===== src/dfo_pkg.sv =====
// constants, types and helpers for the frame overhead peer controller
package dfo_pkg;

  // register byte offsets
  localparam logic [7:0]  ADDR_CTRL       = 8'h00;
  localparam logic [7:0]  ADDR_EOC_TX     = 8'h04;
  localparam logic [7:0]  ADDR_STATUS     = 8'h08;
  localparam logic [7:0]  ADDR_EOC_RX     = 8'h0c;
  localparam logic [7:0]  ADDR_ERR_CNT    = 8'h10;

  // control fields
  localparam int          CTRL_EN_BIT     = 0;
  localparam int          CTRL_ROLE_BIT   = 1;
  localparam int          CTRL_CFG_LSB    = 2;
  localparam int          CTRL_STUFF_BIT  = 4;
  localparam int          CTRL_FILL_BIT   = 5;
  localparam int          CTRL_W          = 6;
  localparam logic [5:0]  CTRL_RESET      = 6'h00;

  // maintenance transmit fields
  localparam int          EOC_INFO_LSB    = 0;
  localparam int          EOC_DM_BIT      = 8;
  localparam int          EOC_FIRST_BIT   = 9;
  localparam int          EOC_ADDR_LSB    = 10;
  localparam int          EOC_OE_BIT      = 12;
  localparam logic [7:0]  EOC_INFO_RESET  = 8'h00;

  // status fields
  localparam int          ST_CRC_ERR_BIT  = 0;
  localparam int          ST_EOC_NEW_BIT  = 1;
  localparam int          ST_SEEN_BIT     = 2;

  // frame layout
  localparam int          POS_W           = 15;
  localparam int          SYNC_LEN        = 14;
  localparam int          EOC_LEN         = 13;
  localparam int          CRC_LEN         = 6;
  localparam int          STUFF_LEN       = 4;
  localparam logic [13:0] SYNC_WORD       = 14'h2a08;
  localparam logic [14:0] M_3PAIR         = 15'd4682;
  localparam logic [14:0] M_2PAIR         = 15'd6986;
  localparam logic [14:0] M_1PAIR         = 15'd13888;
  localparam logic [14:0] POS_EOC_LAST    = 15'd26;
  localparam logic [14:0] POS_CRC_LAST    = 15'd32;
  localparam logic [14:0] POS_UNUSED      = 15'd18;

  // maintenance addresses
  localparam logic [1:0]  EOC_ADDR_LINE   = 2'b11;
  localparam logic [1:0]  EOC_ADDR_CUST   = 2'b00;
  localparam logic [1:0]  EOC_ADDR_REGEN  = 2'b10;

  // scrambler
  localparam int          SCR_LEN         = 23;
  localparam int          TAP_LINE_TX     = 5;
  localparam int          TAP_CUST_TX     = 18;

  // crc generator low terms, x^6 + x + 1
  localparam logic [5:0]  CRC_POLY_LOW    = 6'h03;

  typedef enum logic [2:0] {
    TX_IDLE,
    TX_SYNC,
    TX_EOC,
    TX_CRC,
    TX_PAYLOAD,
    TX_STUFF
  } dfo_tx_state_t;

  function automatic logic [5:0] dfo_crc_step(input logic [5:0] r, input logic d);
    logic fb;
    fb = d ^ r[5];
    return {r[4:0], 1'b0} ^ (fb ? CRC_POLY_LOW : 6'h00);
  endfunction : dfo_crc_step

  function automatic logic [14:0] dfo_m_bits(input logic [1:0] cfg);
    if (cfg == 2'h1) begin
      return M_2PAIR;
    end else if (cfg == 2'h2) begin
      return M_1PAIR;
    end
    return M_3PAIR;
  endfunction : dfo_m_bits

endpackage : dfo_pkg


===== src/dfo_scrambler.sv =====
// self-synchronising 23rd-order scrambler or descrambler
module dfo_scrambler
  import dfo_pkg::*;
#(
  parameter bit DESCRAMBLE = 1'b0
) (
  // clock and reset
  input  wire logic clk_in,
  input  wire logic rst_n_in,
  // control
  input  wire logic en_in,
  input  wire logic line_tap_in,
  // data
  input  wire logic d_in,
  output logic      d_out
);

  logic [SCR_LEN-1:0] sr_reg;
  logic               fb;
  logic               line_bit;

  // line-side bit is what enters the delay line
  assign fb       = line_tap_in ? sr_reg[TAP_LINE_TX-1] : sr_reg[TAP_CUST_TX-1];
  assign d_out    = d_in ^ fb ^ sr_reg[SCR_LEN-1];
  assign line_bit = DESCRAMBLE ? d_in : d_out;

  always_ff @(posedge clk_in) begin
    if (!rst_n_in) begin
      sr_reg <= '0;
    end else if (en_in) begin
      sr_reg <= {sr_reg[SCR_LEN-2:0], line_bit};
    end
  end

endmodule : dfo_scrambler


===== src/dfo_peer.sv =====
// far-end peer: frame overhead transmit, receive check and apb registers
// Operation
// - every frame carries thirteen maintenance bits forming one whole maintenance frame
// - six crc bits per frame cover previous frame minus sync, crc, stuffing
// - crc covers 4682, 6986 or 13888 bits by pair configuration
// - covered bits in order, first highest power, times x^6, divided mod 2
// - remainder x^5 coefficient sent first, x^0 coefficient sent last
// - check bits belong to preceding frame; first frame may carry anything
// - alarm units clear alarm bit while pending; master may read their status (the peer sends no alarm bit and has no alarm status)
// - stuffing is none or a pair of quats, never scrambled
// - all data except sync and stuffing passes the 23rd-order scrambler
// - taps 23 and 18 upstream, 23 and 5 downstream, same to descramble
// - maintenance frame: address, data/opcode, odd/even, unused one, eight-bit info
// - addresses 11 line end, 00 customer end, 10 regenerator; echo own address
// - odd/even bit is one on first byte then alternates
//
// Local design decisions: the placing of the registers and the APB register port.
module dfo_peer
  import dfo_pkg::*;
#(
  parameter int ERR_CNT_W = 16
) (
  // clock and reset
  input  wire logic        MCLK_IN,
  input  wire logic        RST_N_IN,
  // apb slave
  input  wire logic        PSEL_IN,
  input  wire logic        PENABLE_IN,
  input  wire logic        PWRITE_IN,
  input  wire logic [7:0]  PADDR_IN,
  input  wire logic [31:0] PWDATA_IN,
  output logic             PREADY_OUT,
  output logic [31:0]      PRDATA_OUT,
  output logic             PSLVERR_OUT,
  // transmit line towards the device
  output logic             TX_BIT_OUT,
  output logic             TX_VALID_OUT,
  output logic             TX_SOF_OUT,
  output logic             TX_BYPASS_OUT,
  // receive line from the device
  input  wire logic        RX_BIT_IN,
  input  wire logic        RX_VALID_IN,
  input  wire logic        RX_SOF_IN,
  input  wire logic        RX_STUFF_IN
);

  typedef struct packed {
    logic [CTRL_W-1:0]    ctrl;
    logic [7:0]           eoc_info;
    logic                 eoc_dm;
    logic [1:0]           eoc_addr;
    logic                 odd_even;
    logic                 st_crc_err;
    logic                 st_eoc_new;
    logic [ERR_CNT_W-1:0] err_cnt;
    logic [EOC_LEN-1:0]   eoc_rx;
    logic                 pready;
    logic [31:0]          prdata;
    logic                 pslverr;
    dfo_tx_state_t        tx_state;
    logic [POS_W-1:0]     tx_pos;
    logic                 tx_stuff_frame;
    logic [CTRL_W-1:0]    tx_ctrl;
    logic [CRC_LEN-1:0]   tx_crc_run;
    logic [CRC_LEN-1:0]   tx_crc_hold;
    logic [EOC_LEN-1:0]   tx_eoc_sh;
    logic                 tx_bit;
    logic                 tx_valid;
    logic                 tx_sof;
    logic                 tx_bypass;
    logic [POS_W-1:0]     rx_pos;
    logic                 rx_seen;
    logic                 rx_prev_valid;
    logic [CRC_LEN-1:0]   rx_crc_run;
    logic [CRC_LEN-1:0]   rx_crc_prev;
    logic [CRC_LEN-1:0]   rx_crc_got;
    logic [EOC_LEN-1:0]   rx_eoc_sh;
  } dfo_state_t;

  dfo_state_t       s_reg;
  dfo_state_t       s_next;

  logic             role_line;
  logic [POS_W-1:0] m_bits;
  logic             tx_scr_en;
  logic             tx_din;
  logic             tx_dout;
  logic             tx_covered;
  logic [POS_W-1:0] rx_idx;
  logic             rx_take;
  logic             rx_scr_en;
  logic             rx_d;
  logic             crc_mismatch;
  logic             apb_done;
  logic             wr_status;
  logic [1:0]       eoc_addr_eff;

  assign role_line    = s_reg.ctrl[CTRL_ROLE_BIT];
  assign m_bits       = dfo_m_bits(s_reg.tx_ctrl[CTRL_CFG_LSB+1:CTRL_CFG_LSB]);
  assign apb_done     = PSEL_IN && PENABLE_IN && s_reg.pready;
  assign wr_status    = apb_done && PWRITE_IN && (PADDR_IN == ADDR_STATUS);
  // own address when answering as customer end
  assign eoc_addr_eff = role_line ? s_reg.eoc_addr : EOC_ADDR_CUST;

  // transmit data bit ahead of scrambling
  always_comb begin
    tx_din     = s_reg.tx_ctrl[CTRL_FILL_BIT];
    tx_covered = 1'b0;
    tx_scr_en  = 1'b0;
    case (s_reg.tx_state)
      TX_EOC: begin
        tx_din     = s_reg.tx_eoc_sh[EOC_LEN-1];
        tx_covered = 1'b1;
        tx_scr_en  = 1'b1;
      end
      TX_CRC: begin
        tx_din    = s_reg.tx_crc_hold[CRC_LEN-1];
        tx_scr_en = 1'b1;
      end
      TX_PAYLOAD: begin
        tx_covered = 1'b1;
        tx_scr_en  = 1'b1;
      end
      default: begin
        tx_din = s_reg.tx_ctrl[CTRL_FILL_BIT];
      end
    endcase
  end

  dfo_scrambler #(
    .DESCRAMBLE (1'b0)
  ) u_tx_scr (
    .clk_in      (MCLK_IN),
    .rst_n_in    (RST_N_IN),
    .en_in       (tx_scr_en),
    .line_tap_in (s_reg.tx_ctrl[CTRL_ROLE_BIT]),
    .d_in        (tx_din),
    .d_out       (tx_dout)
  );

  // receive position, sof restarts the frame count
  assign rx_idx    = RX_SOF_IN ? '0 : s_reg.rx_pos;
  assign rx_take   = RX_VALID_IN && !RX_STUFF_IN;
  assign rx_scr_en = rx_take && (rx_idx >= POS_W'(SYNC_LEN));

  dfo_scrambler #(
    .DESCRAMBLE (1'b1)
  ) u_rx_scr (
    .clk_in      (MCLK_IN),
    .rst_n_in    (RST_N_IN),
    .en_in       (rx_scr_en),
    .line_tap_in (!role_line),
    .d_in        (RX_BIT_IN),
    .d_out       (rx_d)
  );

  assign crc_mismatch = rx_take && (rx_idx == POS_CRC_LAST) && s_reg.rx_prev_valid
                        && ({s_reg.rx_crc_got[CRC_LEN-2:0], rx_d} != s_reg.rx_crc_prev);

  always_comb begin
    s_next = s_reg;

    // apb: one wait state, action at the completing edge
    s_next.pready  = PSEL_IN && PENABLE_IN && !s_reg.pready;
    s_next.pslverr = 1'b0;
    s_next.prdata  = 32'h0;
    if (PSEL_IN && PENABLE_IN && !s_reg.pready) begin
      if (PADDR_IN == ADDR_CTRL) begin
        s_next.prdata[CTRL_W-1:0] = s_reg.ctrl;
      end else if (PADDR_IN == ADDR_EOC_TX) begin
        s_next.prdata[EOC_INFO_LSB+7:EOC_INFO_LSB] = s_reg.eoc_info;
        s_next.prdata[EOC_DM_BIT]                  = s_reg.eoc_dm;
        s_next.prdata[EOC_ADDR_LSB+1:EOC_ADDR_LSB] = s_reg.eoc_addr;
        s_next.prdata[EOC_OE_BIT]                  = s_reg.odd_even;
      end else if (PADDR_IN == ADDR_STATUS) begin
        s_next.prdata[ST_CRC_ERR_BIT] = s_reg.st_crc_err;
        s_next.prdata[ST_EOC_NEW_BIT] = s_reg.st_eoc_new;
        s_next.prdata[ST_SEEN_BIT]    = s_reg.rx_seen;
      end else if (PADDR_IN == ADDR_EOC_RX) begin
        s_next.prdata[EOC_LEN-1:0] = s_reg.eoc_rx;
      end else if (PADDR_IN == ADDR_ERR_CNT) begin
        s_next.prdata[ERR_CNT_W-1:0] = s_reg.err_cnt;
      end else begin
        s_next.pslverr = 1'b1;
      end
    end
    if (apb_done && PWRITE_IN) begin
      if (PADDR_IN == ADDR_CTRL) begin
        s_next.ctrl = PWDATA_IN[CTRL_W-1:0];
      end else if (PADDR_IN == ADDR_EOC_TX) begin
        s_next.eoc_info = PWDATA_IN[EOC_INFO_LSB+7:EOC_INFO_LSB];
        s_next.eoc_dm   = PWDATA_IN[EOC_DM_BIT];
        s_next.eoc_addr = PWDATA_IN[EOC_ADDR_LSB+1:EOC_ADDR_LSB];
        s_next.odd_even = PWDATA_IN[EOC_FIRST_BIT] ? 1'b1 : !s_reg.odd_even;
      end
    end
    // write one to clear, a same-cycle event wins
    if (wr_status && PWDATA_IN[ST_CRC_ERR_BIT]) begin
      s_next.st_crc_err = 1'b0;
    end
    if (wr_status && PWDATA_IN[ST_EOC_NEW_BIT]) begin
      s_next.st_eoc_new = 1'b0;
    end

    // transmit sequencer
    s_next.tx_bit    = tx_scr_en ? tx_dout : tx_din;
    s_next.tx_valid  = (s_reg.tx_state != TX_IDLE);
    s_next.tx_sof    = 1'b0;
    s_next.tx_bypass = !tx_scr_en && (s_reg.tx_state != TX_IDLE);
    s_next.tx_pos    = s_reg.tx_pos + POS_W'(1);
    if (tx_covered) begin
      s_next.tx_crc_run = dfo_crc_step(s_reg.tx_crc_run, tx_din);
    end
    case (s_reg.tx_state)
      TX_IDLE: begin
        s_next.tx_pos = '0;
      end
      TX_SYNC: begin
        s_next.tx_bit = SYNC_WORD[4'(SYNC_LEN - 1 - int'(s_reg.tx_pos))];
        s_next.tx_sof = (s_reg.tx_pos == '0);
        if (s_reg.tx_pos == POS_W'(SYNC_LEN - 1)) begin
          s_next.tx_state = TX_EOC;
        end
      end
      TX_EOC: begin
        s_next.tx_eoc_sh = {s_reg.tx_eoc_sh[EOC_LEN-2:0], 1'b1};
        if (s_reg.tx_pos == POS_EOC_LAST) begin
          s_next.tx_state = TX_CRC;
        end
      end
      TX_CRC: begin
        s_next.tx_crc_hold = {s_reg.tx_crc_hold[CRC_LEN-2:0], 1'b0};
        if (s_reg.tx_pos == POS_CRC_LAST) begin
          s_next.tx_state = TX_PAYLOAD;
        end
      end
      TX_PAYLOAD: begin
        if (s_reg.tx_pos == m_bits + POS_W'(SYNC_LEN + CRC_LEN - 1)) begin
          s_next.tx_state = s_reg.tx_stuff_frame ? TX_STUFF : TX_IDLE;
        end
      end
      TX_STUFF: begin
        if (s_reg.tx_pos == m_bits + POS_W'(SYNC_LEN + CRC_LEN + STUFF_LEN - 1)) begin
          s_next.tx_state = TX_IDLE;
        end
      end
      default: begin
        s_next.tx_state = TX_IDLE;
      end
    endcase
    // frame end hands remainder to the next frame
    if (s_reg.tx_state != TX_IDLE && s_next.tx_state == TX_IDLE) begin
      s_next.tx_crc_hold = s_next.tx_crc_run;
      s_next.tx_crc_run  = '0;
    end
    if (s_reg.ctrl[CTRL_EN_BIT] && s_next.tx_state == TX_IDLE) begin
      s_next.tx_state       = TX_SYNC;
      s_next.tx_pos         = '0;
      s_next.tx_stuff_frame = s_reg.ctrl[CTRL_STUFF_BIT];
      s_next.tx_ctrl        = s_reg.ctrl;
      s_next.tx_eoc_sh      = {eoc_addr_eff, s_reg.eoc_dm, s_reg.odd_even, 1'b1, s_reg.eoc_info};
    end

    // receive check
    if (rx_take) begin
      s_next.rx_pos = rx_idx + POS_W'(1);
      if (RX_SOF_IN) begin
        s_next.rx_seen       = 1'b1;
        s_next.rx_prev_valid = s_reg.rx_seen;
        s_next.rx_crc_prev   = s_reg.rx_crc_run;
        s_next.rx_crc_run    = '0;
      end else if (rx_idx >= POS_W'(SYNC_LEN) && rx_idx <= POS_EOC_LAST) begin
        s_next.rx_eoc_sh  = {s_reg.rx_eoc_sh[EOC_LEN-2:0], rx_d};
        s_next.rx_crc_run = dfo_crc_step(s_reg.rx_crc_run, rx_d);
        if (rx_idx == POS_EOC_LAST) begin
          s_next.eoc_rx     = {s_reg.rx_eoc_sh[EOC_LEN-2:0], rx_d};
          s_next.st_eoc_new = 1'b1;
        end
      end else if (rx_idx > POS_EOC_LAST && rx_idx <= POS_CRC_LAST) begin
        s_next.rx_crc_got = {s_reg.rx_crc_got[CRC_LEN-2:0], rx_d};
      end else if (rx_idx > POS_CRC_LAST) begin
        s_next.rx_crc_run = dfo_crc_step(s_reg.rx_crc_run, rx_d);
      end
    end
    if (crc_mismatch) begin
      s_next.st_crc_err = 1'b1;
      s_next.err_cnt    = s_reg.err_cnt + ERR_CNT_W'(1);
    end
  end

  always_ff @(posedge MCLK_IN) begin
    if (!RST_N_IN) begin
      s_reg          <= '0;
      s_reg.ctrl     <= CTRL_RESET;
      s_reg.eoc_info <= EOC_INFO_RESET;
      s_reg.eoc_addr <= EOC_ADDR_LINE;
      s_reg.odd_even <= 1'b1;
      s_reg.tx_state <= TX_IDLE;
    end else begin
      s_reg <= s_next;
    end
  end

  assign PREADY_OUT    = s_reg.pready;
  assign PRDATA_OUT    = s_reg.prdata;
  assign PSLVERR_OUT   = s_reg.pslverr;
  assign TX_BIT_OUT    = s_reg.tx_bit;
  assign TX_VALID_OUT  = s_reg.tx_valid;
  assign TX_SOF_OUT    = s_reg.tx_sof;
  assign TX_BYPASS_OUT = s_reg.tx_bypass;

  // checks
  property p_sync_plain;
    @(posedge MCLK_IN) disable iff (!RST_N_IN)
      (s_reg.tx_state == TX_SYNC) |=> (TX_BYPASS_OUT && TX_BIT_OUT == SYNC_WORD[4'(13 - int'($past(s_reg.tx_pos)))]);
  endproperty
  a_sync_plain: assert property (p_sync_plain) else $error("sync bit wrong or scrambled");

  property p_crc_restart;
    @(posedge MCLK_IN) disable iff (!RST_N_IN)
      (s_reg.tx_state == TX_SYNC && s_reg.tx_pos == '0) |-> (s_reg.tx_crc_run == 6'h00);
  endproperty
  a_crc_restart: assert property (p_crc_restart) else $error("crc not restarted at frame");

  property p_frame_len;
    @(posedge MCLK_IN) disable iff (!RST_N_IN)
      (s_reg.tx_state == TX_PAYLOAD && s_next.tx_state != TX_PAYLOAD)
        |-> (s_reg.tx_pos == m_bits + 15'd19);
  endproperty
  a_frame_len: assert property (p_frame_len) else $error("covered length wrong");

  property p_stuff_pair;
    @(posedge MCLK_IN) disable iff (!RST_N_IN)
      $rose(s_reg.tx_state == TX_STUFF) |-> (s_reg.tx_state == TX_STUFF)[*4] ##1 (s_reg.tx_state != TX_STUFF);
  endproperty
  a_stuff_pair: assert property (p_stuff_pair) else $error("stuffing not a quat pair");

  property p_unused_one;
    @(posedge MCLK_IN) disable iff (!RST_N_IN)
      (s_reg.tx_state == TX_EOC && s_reg.tx_pos == POS_UNUSED) |-> (tx_din == 1'b1 && tx_scr_en);
  endproperty
  a_unused_one: assert property (p_unused_one) else $error("unused maintenance bit not one");

  property p_first_frame_free;
    @(posedge MCLK_IN) disable iff (!RST_N_IN)
      (!s_reg.rx_prev_valid) |=> ($past(s_reg.err_cnt) == s_reg.err_cnt);
  endproperty
  a_first_frame_free: assert property (p_first_frame_free) else $error("error counted without previous frame");

  property p_mismatch_flag;
    @(posedge MCLK_IN) disable iff (!RST_N_IN)
      crc_mismatch |=> (s_reg.st_crc_err && s_reg.err_cnt == $past(s_reg.err_cnt) + ERR_CNT_W'(1));
  endproperty
  a_mismatch_flag: assert property (p_mismatch_flag) else $error("crc mismatch not reported");

  property p_odd_even_first;
    @(posedge MCLK_IN) disable iff (!RST_N_IN)
      (apb_done && PWRITE_IN && PADDR_IN == ADDR_EOC_TX && PWDATA_IN[EOC_FIRST_BIT]) |=> s_reg.odd_even;
  endproperty
  a_odd_even_first: assert property (p_odd_even_first) else $error("first byte not odd");

endmodule : dfo_peer


===== config.mk =====
export PLATFORM = sky130hd
export DESIGN_NAME = dfo_peer
export DESIGN_NICKNAME = d
export VERILOG_FILES = /design/src/dfo_pkg.sv /design/src/dfo_scrambler.sv /design/src/dfo_peer.sv
export SDC_FILE = /design/constraint.sdc
export NUM_CORES = 1
export LEC_CHECK = 0
export CAP_MARGIN = 5
export CORE_MARGIN = 2
export CORE_UTILIZATION = 42
export DETAILED_ROUTE_END_ITERATION = 8
export DONT_BUFFER_PORTS = 1
export PLACE_DENSITY_LB_ADDON = 0.25
export SLEW_MARGIN = 25
export SYNTH_ARGS = -nofsm -noshare
export SYNTH_HDL_FRONTEND = slang
export SYNTH_HIERARCHICAL = 1
export SYNTH_SLANG_ARGS = --single-unit
export TNS_END_PERCENT = 50

===== constraint.sdc =====
create_clock -name MCLK_IN -period 4.37 [get_ports MCLK_IN]
set_input_delay 0.437 -clock MCLK_IN [delete_from_list [all_inputs] [get_ports MCLK_IN]]
set_output_delay 0.437 -clock MCLK_IN [all_outputs]
set_load 0.01 [all_outputs]

== Word-level counts from Yosys, hierarchy flattened ==
Memory sizes are Yosys's and may differ from the RTL's.
Index checks and enable logic that the tools add are counted.

* Register bits after elaboration: 231
* ROM bits: 16
* Input port bits: 49
* Output and inout port bits: 38
* Word-level logic and storage cells: 188
* Memories kept: 1

* Add/subtract/negate cells: 6
* $lt $le $gt $ge: 6
* Equality and inequality tests: 20
* Mux-type cells: 58
* Bitwise gates (word level): 13
* Reduce and logical (&&, ||, !) cells: 47

{| class="wikitable"
|+ Memory list
! name !! depth !! width !! rd ports !! clocked after memory_dff !! wr ports !! RTL line !! source
|-
| (no name shown) || 16 || 1 || 1 || 0 || 0 || dfo_peer.sv:219 || <nowiki>s_next.tx_bit = SYNC_WORD[4'(SYNC_LEN - 1 - int'(s_reg.tx_pos))];</nowiki>
|}

{| class="wikitable"
|+ Operators by type and width
! operator !! count
|-
| 16-bit two-way mux || 6
|-
| 15-bit two-way mux || 5
|-
| 13-bit two-way mux || 4
|-
| 6-bit two-way mux || 8
|-
| 15-bit by 1-bit adder with 15-bit output, second input constant || 2
|-
| 15-bit by 5-bit adder with 15-bit output, second input constant || 2
|-
| 15-bit == test || 2
|-
| 15-bit by 5-bit == test with 1-bit output, second input constant || 2
|-
| 15-bit by 6-bit == test with 1-bit output, second input constant || 2
|-
| 3-bit two-way mux || 9
|-
| 23-bit two-way mux || 1
|-
| 1-bit two-way mux || 19
|-
| 3-bit one-hot mux with 6 select lines || 1
|-
| 1-bit logical AND || 17
|-
| 16-bit by 1-bit adder with 16-bit output, second input constant || 1
|-
| 8-bit by 4-bit == test with 1-bit output, second input constant || 2
|-
| 15-bit by 4-bit == test with 1-bit output, second input constant || 1
|-
| 15-bit by 4-bit greater-or-equal comparator with 1-bit output, second input constant || 1
|-
| 15-bit by 5-bit > comparator with 1-bit output, second input constant || 1
|-
| 15-bit by 6-bit > comparator with 1-bit output, second input constant || 1
|-
| 15-bit by 5-bit <= comparator with 1-bit output, second input constant || 1
|-
| 15-bit by 6-bit <= comparator with 1-bit output, second input constant || 1
|-
| 15-bit logical NOT || 1
|-
| 6-bit by 2-bit XOR with 6-bit output || 2
|-
| other kinds (28) || 58
|}

== Longest topological paths before layout ==
Gate-level depths: netlist (run 1).

* Depth after elaboration: 11
* Gate-level depth with buffers: 11

== By module ==
Netlist (run 1), hierarchy kept.

{| class="wikitable"
|+ By module, submodules not included
! module !! times used !! cells each !! area each (um^2)
|-
| dfo_peer || 1 || 882 || 7452.1
|-
| dfo_scrambler at u_rx_scr || 1 || 77 || 920.9
|-
| dfo_scrambler at u_tx_scr || 1 || 78 || 905.9
|}

== Least setup slack after synthesis (run 1) ==
OpenSTA, ideal clock, no wires.

* Path kind: input -> register
* From: in RX_BIT_IN
* To: reg s_reg[164] (netlist name)
* Setup time: 0.128 ns
* Arrival time: 2.529 ns
* Data required time: 4.242 ns
* Slack: 1.713 ns
* Cell stages on the path: 10
* Buffers on the path: 1
* Cells stage by stage: xor2_1 -> xnor2_1 -> xor2_1 -> nor4_1 -> a2111oi_4 -> and4_1 -> buf_4 -> or3b_1 -> xor2_1 -> nor2_1

* Longest elaborated chain between the ends: 4

{| class="wikitable"
|+ RTL lines
! what !! RTL line !! source
|-
| start: declaration || dfo_peer.sv:41 || <nowiki>input wire logic RX_BIT_IN,</nowiki>
|-
| 1-bit XOR (2 in series) || dfo_scrambler.sv:24 || <nowiki>assign d_out = d_in ^ fb ^ sr_reg[SCR_LEN-1];</nowiki>
|-
| named net rx_d || dfo_peer.sv:92 || <nowiki>logic rx_d;</nowiki>
|-
| 6-bit != test || dfo_peer.sv:158 || <nowiki>&& ({s_reg.rx_crc_got[CRC_LEN-2:0], rx_d} != s_reg.rx_crc_prev);</nowiki>
|-
| 1-bit logical AND || dfo_peer.sv:158 ||
|-
| end signal: assignment || dfo_peer.sv:300 || <nowiki>s_reg <= s_next;</nowiki>
|-
| end: declaration || dfo_peer.sv:80 || <nowiki>dfo_state_t s_reg;</nowiki>
|}

The timed path passes the listed nets, and every way through them passes these cells.
A chain may end at the register's enable or synchronous reset.

== Worst setup path after layout (run 1) ==
* From: reg s_reg (netlist bit role_line)
* To: reg s_reg[164] (netlist name)

* Longest elaborated chain between the ends: 5

{| class="wikitable"
|+ RTL lines
! what !! RTL line !! source
|-
| 1-bit two-way mux || dfo_scrambler.sv:23 || <nowiki>assign fb = line_tap_in ? sr_reg[TAP_LINE_TX-1] : sr_reg[TAP_CUST_TX-1];</nowiki>
|-
| 1-bit XOR (2 in series) || dfo_scrambler.sv:24 ||
|-
| named net rx_d || dfo_peer.sv:92 ||
|-
| 6-bit != test || dfo_peer.sv:158 ||
|-
| 1-bit logical AND || dfo_peer.sv:158 ||
|}

The timed path passes the listed nets, and every way through them passes these cells.

==> results of run 1 <==
## metal layers
| metal | vias up | wire length, microns | GRT usage |
|---|---|---|---|
| li1 | 3433 | - | - |
| met1 | 3136 | 8910 | 0.216 |
| met4 | 0 | 373 | 0.0410 |
| met5 | - | 0 | 0 |
| met2 | 128 | 8700 | 0.257 |
| met3 | 27 | 771 | 0.0265 |
## what timing repair did
item | in CTS | in global routing
hold buffers | 1 | 0
setup buffers | 0 | 0
endpoints found under the hold margin | 3 | 0
## stage by stage
| step | hold WS [ns] | instances | utilization | power [mW] |
|---|---|---|---|---|
| finish | 0.0318 | 1296 | 0.460 | 3.95 |
| global route | 0.0286 | 1296 | 0.460 | 4.08 |
| CTS | 0.0195 | 1296 | 0.460 | 4.00 |
| detailed placement | 0.447 | 1254 | 0.424 | 2.04 |
| global placement | 0.446 | 1254 | 0.424 | 2.04 |
| floorplan | 0.432 | 1052 | - | 2.04 |
## area by class of cell
class | instances | area [sq um] | share of cell area
Sequential cell | 211 | 4220 | 0.422
Clock buffer | 30 | 642 | 0.0642
Timing Repair Buffer | 7 | 55.1 | 0.00550
Multi-Input combinational cell | 737 | 4530 | 0.453
Inverter | 20 | 76.3 | 0.00763
Clock inverter | 11 | 128 | 0.0128
Tap cell | 280 | 350 | 0.0350
## power by group
group	total, mW	leakage, nW	switching [mW]	internal, mW
Clock	1.95	0.374	0.791	1.16
Sequential	1.93	1.70	0.00396	1.93
Combinational	0.0642	1.57	0.0457	0.0186
## path summary, 6_finish.rpt
kind	start	endpoint	depth (start not counted)
hold / removal	PWDATA_IN[11]	s_reg[169]	2
setup reg to reg	role_line	s_reg[164]	10
setup / recovery	role_line	s_reg[164]	10
hold reg to reg	s_reg[32]	s_reg[31]	2
## cells in the final DEF, fill, tap and decap left out, types with 7 or more instances in the layout
master / n
sky130_fd_sc_hd__or3_1: 10
sky130_fd_sc_hd__xnor2_1: 16
sky130_fd_sc_hd__nor2b_1: 51
sky130_fd_sc_hd__ha_1: 9
sky130_fd_sc_hd__mux2i_1: 102
sky130_fd_sc_hd__nand3_1: 28
sky130_fd_sc_hd__o21ai_0: 28
sky130_fd_sc_hd__nor3_1: 17
sky130_fd_sc_hd__a31oi_1: 12
sky130_fd_sc_hd__conb_1: 16
sky130_fd_sc_hd__dfxtp_1: 211
sky130_fd_sc_hd__and3_1: 11
sky130_fd_sc_hd__a21oi_1: 40
sky130_fd_sc_hd__nand4_1: 18
sky130_fd_sc_hd__clkbuf_16: 23
sky130_fd_sc_hd__nand2b_1: 11
sky130_fd_sc_hd__xor2_1: 30
sky130_fd_sc_hd__a22oi_1: 10
sky130_fd_sc_hd__and2_1: 7
sky130_fd_sc_hd__nand2_1: 121
sky130_fd_sc_hd__inv_1: 18
sky130_fd_sc_hd__nor2_1: 130
sky130_fd_sc_hd__a311oi_1: 10
## cell families after synthesis
group                      after synthesis  share of synthesized area
xor gates and xnor gates                46                     0.0434
DFF                                    211                      0.455
buffers and inverters                  104                     0.0634
and+or+nand+nor                        437                      0.226
muxes                                  103                      0.111
AOI/OAI and AO/OA                      126                     0.0883
adders and majority gates                9                     0.0121
other                                    1                   0.000404
==> metrics list, run 1 <==
- Signed area change from the synthesized netlist to the final layout: 7.78%
- At the worst endpoint, the arrival time is 3.60 ns.
- The first detailed-routing pass ran for 5 iterations.
* Placeable core region: 21,800 sq um
* Cells after Synth: 1,037
- Entering global routing, the biggest net connects 85 pins.
- Power density cells: 395 nW/um^2
- Cell mode on critical path: sky130_fd_sc_hd__xor2_1
- For this run, design rule violations remaining after detail routing come to 0.
- Non-Filler Cell Area, Final: 10,000 sq um
* Path class of the lowest-slack min-delay path: input port to register
* Syn_area_per_cell: 8.95 sq um
* Setup clock skew after layout: 0.0217 ns
* TNS Setup: 0 ns
- Clock-pin slew was measured on the worst setup and hold paths at 0.06 ns.
- The flow ran to the end, and the final reports show no timing, DRC or antenna violations.
* Most used flip-flop cell after synthesis: sky130_fd_sc_hd__dfxtp_1
* Library cells used by synthesis: 60
- After legalization and detailed placement, the total HPWL measured 12,600 microns.
- Largest register FFs: 142
* Shortest period the worst path allows: 3.22 ns
- Ranking of synthesized cells by instance count: sky130_fd_sc_hd__dfxtp_1 (211), sky130_fd_sc_hd__nor2_1 (131), sky130_fd_sc_hd__nand2_1 (121)
* Worst-Skew Late Latency: 0.53 ns
- From left edge to right edge, the die measures 153 microns.
- H-Tree Depth: 1
* Post-CTS Resized: 0
- Fillers: 2,098
- The first global-routing pass estimated 31,100 microns of wire.
- Final Max Tran Viols: 0
- Max rail drop VDD: 0.230 mV
- The worst setup path is captured at a register.
* RSZ-0062 raised after global routing: no
- STA classifies the critical path startpoint as a register.
- Biggest fanout along the worst timing path: 7
* Sequential fraction of the synthesis area: 0.455
- Highest achievable clock rate: 311 MHz
* Largest buffer count on any clock path: 3
- PortBufs: 0
* Vertical extent of the die: 153 microns
- The number of global-route vias before repair was 6,201.
- Net count, final: 1,058
- Proportion of layout cells with a drive suffix above 1: 0.0591
- Once placement finished, the instance area stood at 9220 sq um.
- The critical path goes through inv_1 -> mux2i_1 -> xnor2_1 -> xor2_1 -> nor4_1 -> a2111oi_4 -> and4_1 -> or3b_1 -> xor2_1 -> nor2_1.
- Reg2Reg Setup Slack: 1.15 ns
* Transition time at the pin with the least slew margin: 0.999 ns
- Post-synthesis register bit count: 211
- Across every metal layer, demand over resource in global routing totals 0.157.
- CTS tree: yes
- Across the run, the number of max-cap violations was 0.
- Top post-synthesis cells by area: sky130_fd_sc_hd__dfxtp_1 (46%), sky130_fd_sc_hd__mux2i_1 (11%), sky130_fd_sc_hd__nor2_1 (5.3%)
- In the finished design, the share of the clock period the worst path needs comes to 0.736.
* Inserted Diodes: 0
- Share of the synthesized area in the top cell type: 0.455
* Number of flops mapped to enable cells by yosys: 0
* Cell with the most instances after synthesis: sky130_fd_sc_hd__dfxtp_1
- IO Pins: 87
- In the final routed layout, each cell accounts on average for 14.5 microns.
- Routed wire length: 18,700 microns
- The initial antenna violation count came to 0.
- Before CTS, the worst setup slack after placement is 1.13 ns.
- The tree built by TritonCTS fans out to 211 sinks.
- Library cell occupying the most area in the post-synthesis netlist: sky130_fd_sc_hd__dfxtp_1
- Weighted congestion at the end of routability-driven global placement: 0.797
- Headroom to the max-slew limit came out at 0.328.
- Critical Path Slowest Stage Cell: sky130_fd_sc_hd__a2111oi_4
- Final Hold Viols: 0
- For this run, asynchronously set or reset flops after synthesis account for 0.
* Vias post-DR: 6,724
- Counting both buffers and inverters, the worst setup path holds a total of 1.
- The die covers 23,300 sq um.
* Vias/cell: 5.19
- Final setup margin: 1.15 ns
* Leakage power summed over all cells: 3.64 nW
- Setup violations remaining at the end of the flow were counted as 0.
* Yosys synthesis warning count: 6
- The critical path in this run is classified as register to register.
- Buffers inserted during clock tree synthesis total 23.
- The largest single stage delay on the critical path is 0.51 ns.
- Cell family contributing the most delay on the critical path: simple AND/OR/NAND/NOR gates
- For this configuration, the core starts out at a cell density of 0.427.
- 1st-iter DRT viols: 429
* Post-detailed-route count of antenna-violating nets: 0
* Area of the mapped netlist: 9280 sq um
- The root buffer cell chosen for the clock tree is sky130_fd_sc_hd__clkbuf_16.
- The floorplan has 54 rows.
* Gr ovfl total: 0
- Req. time, crit path: 4.75 ns
(Power assumes the default switching activity.)
==> run 2, diff against run 1 <==
Clock period 4.37 ns to 3.36 ns, I/O delays scaled along.
==> metrics list, run 2 (synthesized netlist as in run 1, its figures left out) <==
* Commonest cells after routing, fill and taps aside: sky130_fd_sc_hd__dfxtp_1 (211), sky130_fd_sc_hd__nor2_1 (130), sky130_fd_sc_hd__nand2_1 (121)
- Worst-Skew Late Latency: 0.51 ns (-0.02 ns)
- Post-detailed-route count of antenna-violating nets: 0 (unchanged)
* Biggest fanout along the worst timing path: 10 (+3)
- The number of gates resized after cts came to 0 (unchanged).
- The detailed-routing iteration count for the pre-antenna-repair pass was 8 (+3).
* Effective utilization at floorplan: 0.427 (unchanged)
- Minimum hold slack: 0.0145 ns (-0.0173 ns)
- Relative to the synthesized area, the layout overhead comes to 9.59%.
- Floorplan die area: 23,300 sq um (unchanged)
- The global-route usage over all layers came to 0.163 (+0.00604).
- Fillers: 2,118 (+0.95%)
- The worst setup path is of the register to register kind.
- IO Pins: 87 (unchanged)
* Pwr Total: 5.11 mW (+30%)
* Post-detailed-placement half-perimeter wirelength: 12,800 microns (+1.5%)
- The maximum number of pins on one net before global-route repair came to 85 (unchanged).
- The number of rows in the core area is 54 (unchanged).
* DRC violation count after routing: 0 (unchanged)
- Setup crit end kind: register
* PortBufs: 0 (unchanged)
* Max rail drop VDD: 0.304 mV (+32%)
* Transition time at the pin with the least slew margin: 0.985 ns (-0.0142 ns)
* Weighted congestion at the end of routability-driven global placement: 0.784 (-1.6%)
* Cts hold-fix bufs: 14 (+13)
- Setup bufs post-CTS: 0 (unchanged)
* Path class of the lowest-slack min-delay path: input port to register
* Req. time, crit path: 3.78 ns (-0.97 ns)
* Data arrival at the endpoint of the critical path: 3.38 ns (-0.22 ns)
* Wire length of the first global-routing pass: 32,300 microns (+3.8%)
- The worst-case clock skew came to 0.0172 ns (-0.00455 ns).
* Highest achievable clock rate: 338 MHz (+8.7%)
- Vias post-DR: 6,827 (+1.5%)
- The final routed wirelength across all metal layers is 19,400 microns (+3.7%).
- 1st-iter DRT viols: 408 (-4.9%)
* Num Clock Sinks: 211 (unchanged)
- Placeable core region: 21,800 sq um (unchanged)
* Proportion of layout cells with a drive suffix above 1: 0.0572 (-0.00183)
- The initial antenna violation count is 0 (unchanged).
- RSZ-0062 raised after global routing: no
- The worst relative slew slack was 0.338 (+0.00958).
* Kind of start point of the critical path: register
- Number of cells on the worst reg-to-reg path: 9 (-1)
- Worst Hold Path Cells: 2 (unchanged)
* Number of global-route vias before repair: 6,298 (+1.6%)
* Largest buffer count on any clock path: 3 (unchanged)
- TNS Setup: 0 ns (unchanged)
- Max-Cap Viols: 0 (unchanged)
- Inserted Diodes: 0 (unchanged)
- The via-per-instance ratio is 5.21 (+0.37%).
* Vertical extent of the die: 153 microns (unchanged)
- The number of nets in the finished design came to 1,074 (+1.5%).
- Final Hold Viols: 0 (unchanged)
* Clock transition at path regs: 0.06 ns (about the same)
* Leakage power summed over all cells: 3.72 nW (+2.2%)
- The flow ran to the end, and the final reports show no timing, DRC or antenna violations.
- Number of setup violations in the final report: 0 (unchanged)
- Cts bufs inserted: 24 (+4.3%)
- Most common library cell in the layout ignoring fill and taps: sky130_fd_sc_hd__dfxtp_1
- The power density of the placed cells was 503 nW/um^2 (+27%).
* H-Tree Depth: 1 (unchanged)
* Final Max Tran Viols: 0 (unchanged)
* Shortest period the worst path allows: 2.96 ns (-0.258 ns)
- Width of the chip: 153 microns (unchanged)
* Gr ovfl total: 0 (unchanged)
* Routed wire per std cell: 14.8 microns (+2.5%)
- Root Buffer: sky130_fd_sc_hd__clkbuf_16
- The part of the cycle the worst path needs is 0.880 (+0.144).
* CTS tree: yes
* Largest register FFs: 142 (unchanged)
## run 2: cell types whose count changed in the layout (fill, tap and decap cells not counted), sizes merged
| cell | delta |
|---|---|
| buf | +3 |
| bufinv | -1 |
| clkbuf | +6 |
| clkinv | -1 |
| clkinvlp | -3 |
| dlygate4sd3 | +12 |
| inv | -1 |
## run 2: cell type report
cell class                      instances  area, sq um  area share
Multi-Input combinational cell        737         4530       0.445
Sequential cell                       211         4220       0.415
Clock buffer                           36          707      0.0695
Tap cell                              280          350      0.0345
Timing Repair Buffer                   22          235      0.0231
Inverter                               20         76.3     0.00751
Clock inverter                          5         50.0     0.00492
## run 2: worst paths after layout
path	start	end	slack [ns]
min reg2reg	s_reg[61]	s_reg[62]	0.46
max	role_line	s_reg[155]	0.40
max reg2reg	role_line	s_reg[155]	0.40
min	RST_N_IN	s_reg[30]	0.01
## run 2: routing by layer
layer / GRT usage / up-vias / part of all wire
met5: 0 / - / 0
met4: 0.0331 / 0 / 0.017
met3: 0.0270 / 27 / 0.055
met2: 0.269 / 147 / 0.46
met1: 0.226 / 3188 / 0.47
li1: - / 3465 / -
## run 2: critical path, stage by stage, from the launching register on
cell	delay [ns]
sky130_fd_sc_hd__dfxtp_1	0.42
sky130_fd_sc_hd__inv_1	0.14
sky130_fd_sc_hd__mux2i_1	0.16
sky130_fd_sc_hd__xnor2_1	0.43
sky130_fd_sc_hd__xor2_1	0.19
sky130_fd_sc_hd__nor4_1	0.11
sky130_fd_sc_hd__a2111oi_4	0.56
sky130_fd_sc_hd__nand3_1	0.33
sky130_fd_sc_hd__or3_1	0.38
sky130_fd_sc_hd__a21oi_1	0.15
## run 2: per-stage QoR
stage               setup slack (ns)  instances   util  area (sq um)
floorplan                      0.746       1052      -          9340
global placement               0.402       1256  0.426          9260
detailed placement             0.385       1256  0.426          9260
CTS                            0.361       1311  0.467         10200
global route                   0.137       1311  0.467         10200
finish                         0.402       1311  0.467         10200
## run 2: report_power, final
part	internal, mW	total (mW)	switching, mW
combinational	0.0369	0.110	0.0729
clock	1.52	2.49	0.976
sequential	2.51	2.51	0.00509
total	4.06	5.11	1.05
==> run 3, diff against run 2 <==
Clock period 3.36 ns to 2.65 ns, I/O delays scaled along.
==> metrics list, run 3 (synthesized netlist as in run 1, its figures left out) <==
- Critical setup path kind: register to register
- The number of input and output port buffers inserted is 0 (unchanged).
* Minimum hold slack: 0.0146 ns (+0.000153 ns)
* Launch point of the worst path: role_line
* CP Buf/Inv Count: 2 (+1)
* Path class of the lowest-slack min-delay path: input port to register
- Proportion of layout cells with a drive suffix above 1: 0.0869 (+0.0296)
- The number of nets in the finished design came to 1,099 (+2.3%).
- The highest ir drop seen on vdd came to 0.443 mV (+46%).
* Critical Path Slowest Stage Cell: sky130_fd_sc_hd__or3b_1
- Worst slack at placement: 0.0708 ns (-0.314 ns)
- The maximum number of pins on one net before global-route repair was 103 (+21%).
- Number of global-route vias before repair: 6,417 (+1.9%)
- The upper clock frequency limit is 406 MHz (+20%).
- Detailed Routing Iterations Pass 1: 5 (-3)
- The cell area after placement came to 9430 sq um (+1.8%).
* Status: completed
- STA classifies the critical path startpoint as a register.
* Placement Rows: 54 (unchanged)
- Highest cell delay on the worst timing path: 0.36 ns (-0.20 ns)
- The number of top-level design ports was 87 (unchanged).
- The overall overflow remaining after global route was 0 (unchanged).
- Worst-Skew Late Latency: 0.51 ns (about the same)
- The die width is 153 microns (unchanged).
- Critical register-to-register path startpoint: role_line
* CTS tree: yes
- Largest buffer count on any clock path: 3 (unchanged)
* Power density cells: 676 nW/um^2 (+34%)
- The static leakage power is 3.93 nW (+5.6%).
* Clock transition at path regs: 0.06 ns (about the same)
* Biggest fanout along the worst timing path: 3 (-7)
- The critical path goes through inv_2 -> mux2i_1 -> xnor2_1 -> xor2_1 -> nor4_1 -> buf_4 -> a2111oi_4 -> and4_1 -> or3b_1 -> xor2_1 -> nor2_1.
- The average wire per standard cell is 14.5 microns (-2.0%).
* Num Clock Sinks: 211 (unchanged)
- The worst setup path is captured at a register.
* Effective utilization at floorplan: 0.427 (unchanged)
- The total placed cells including tap cells is 1,278 (+1.8%).
- RR Endpoint: s_reg[164]
- 1st-iter DRT viols: 467 (+14%)
- The global-route usage over all layers is 0.166 (+0.00323).
* Vias/cell: 5.13 (-1.4%)
- The final HPWL from detailed placement was 13,000 microns (+1.5%).
- TNS Setup: 0 ns (unchanged)
- Final setup margin: 0.188 ns (-0.214 ns)
- Leaving out fill and tap cells, the most frequent cell in the layout is sky130_fd_sc_hd__dfxtp_1.
- Final core area utilization: 0.485 (+0.0172)
* Transition time at the pin with the least slew margin: 0.713 ns (-0.272 ns)
- Floorplan die area: 23,300 sq um (unchanged)
- The final routed wirelength across all metal layers was 19,500 microns (about the same).
- Setup clock skew after layout: 0.0189 ns (+0.00174 ns)
* Logic depth of the worst path, buffers included: 11 (+2)
- Slew headroom: 0.520 (+0.183)
- Number of antenna violations at the first check in global routing: 0 (unchanged)
- The number of diodes added for antenna fixing came to 0 (unchanged).
* Req. time, crit path: 3.04 ns (-0.74 ns)
- The number of setup violations in the final report came to 0 (unchanged).
* Final Hold Viols: 0 (unchanged)
* RSZ-0062 raised after global routing: no
- Vertical extent of the die: 153 microns (unchanged)
- Cts bufs inserted: 24 (unchanged)
- The final instance count without filler cells came to 1,339 (+2.1%).
- Relative to the synthesized area, the layout overhead comes to 13.6%.
- The slack of the worst reg-to-reg path was 0.19 ns (-0.21 ns).
* Shortest period the worst path allows: 2.46 ns (-0.496 ns)
- Max-Cap Viols: 0 (unchanged)
- The number of H-tree levels is 1 (unchanged).
- Leaving out fill and tap cells, the most frequent cells in the layout are sky130_fd_sc_hd__dfxtp_1 (211), sky130_fd_sc_hd__nor2_1 (130), sky130_fd_sc_hd__nand2_1 (121).
- Post-detailed-route count of antenna-violating nets: 0 (unchanged)
- Number of cells on the worst reg-to-reg path: 11 (+2)
- The final RePlAce weighted congestion was 0.868 (+11%).
- DRC violation count after routing: 0 (unchanged)
- The post-route cell area was 10,500 sq um (+3.7%).
- The arrival time reported for the critical path endpoint was 2.85 ns (-0.53 ns).
- The part of the cycle the worst path needs came to 0.929 (+0.0488).
- The final count of pins violating max slew was 0 (unchanged).
- Cell family contributing the most delay on the critical path: simple AND/OR/NAND/NOR gates
* Cell mode on critical path: sky130_fd_sc_hd__xor2_1
* Root Buffer: sky130_fd_sc_hd__clkbuf_16
* Vias post-DR: 6,874 (+0.69%)
* Critical Path Sink: s_reg[164]
- The flip-flop count of the largest register after layout came to 142 (unchanged).
- The area of the core is 21,800 sq um (unchanged).
* Wire length of the first global-routing pass: 32,900 microns (+1.9%)
- Pwr Total: 7.13 mW (+39%)
-- run 3: cell types whose count changed in the layout (fill, tap and decap cells not counted), moves of 2 or more --
cell,change
sky130_fd_sc_hd__clkbuf_1,-4
sky130_fd_sc_hd__clkinv_4,+2
sky130_fd_sc_hd__bufinv_16,+6
sky130_fd_sc_hd__buf_4,+24
-- run 3: final cells by class --
cell class	instances	area, sq um
Clock buffer	31	678
Clock inverter	13	250
Fill cell	2037	11200
Inverter	20	76.3
Multi-Input combinational cell	737	4530
Sequential cell	211	4220
Tap cell	280	350
Timing Repair Buffer	47	433
-- run 3: report_power, final --
group	total (mW)	internal, mW	switching [mW]
Combinational	0.153	0.0545	0.0986
Sequential	3.18	3.18	0.00488
Clock	3.79	2.49	1.30
Total	7.13	5.72	1.41
-- run 3: worst min-delay path by stage --
stage | from | endpoint | slack, ns | depth (start not counted)
2_1_floorplan | PWDATA_IN[10] | s_reg[168] | 0.39 | 2
3_3_place_gp | RST_N_IN | s_reg[169] | 0.36 | 1
3_5_place_dp | RST_N_IN | s_reg[168] | 0.35 | 1
4_1_cts | RST_N_IN | s_reg[69] | 0.003 | 2
5_1_grt | RST_N_IN | s_reg[65] | 0.004 | 2
6_report | RST_N_IN | s_reg[69] | 0.01 | 2
-- run 3: per-layer routing --
layer / vias up / global-route usage / part of all wire
li1: 3512 / - / -
met1: 3212 / 0.230 / 0.48
met2: 122 / 0.270 / 0.46
met3: 28 / 0.0304 / 0.045
met4: 0 / 0.0401 / 0.021
met5: - / 0 / 0
-- run 3: repair_timing --
action                                  CTS  global route
endpoints found under the hold margin    76             0
setup buffers                             0             2
resized for setup                         0             2
hold buffers                             15             0
endpoints found under the setup margin    0            11
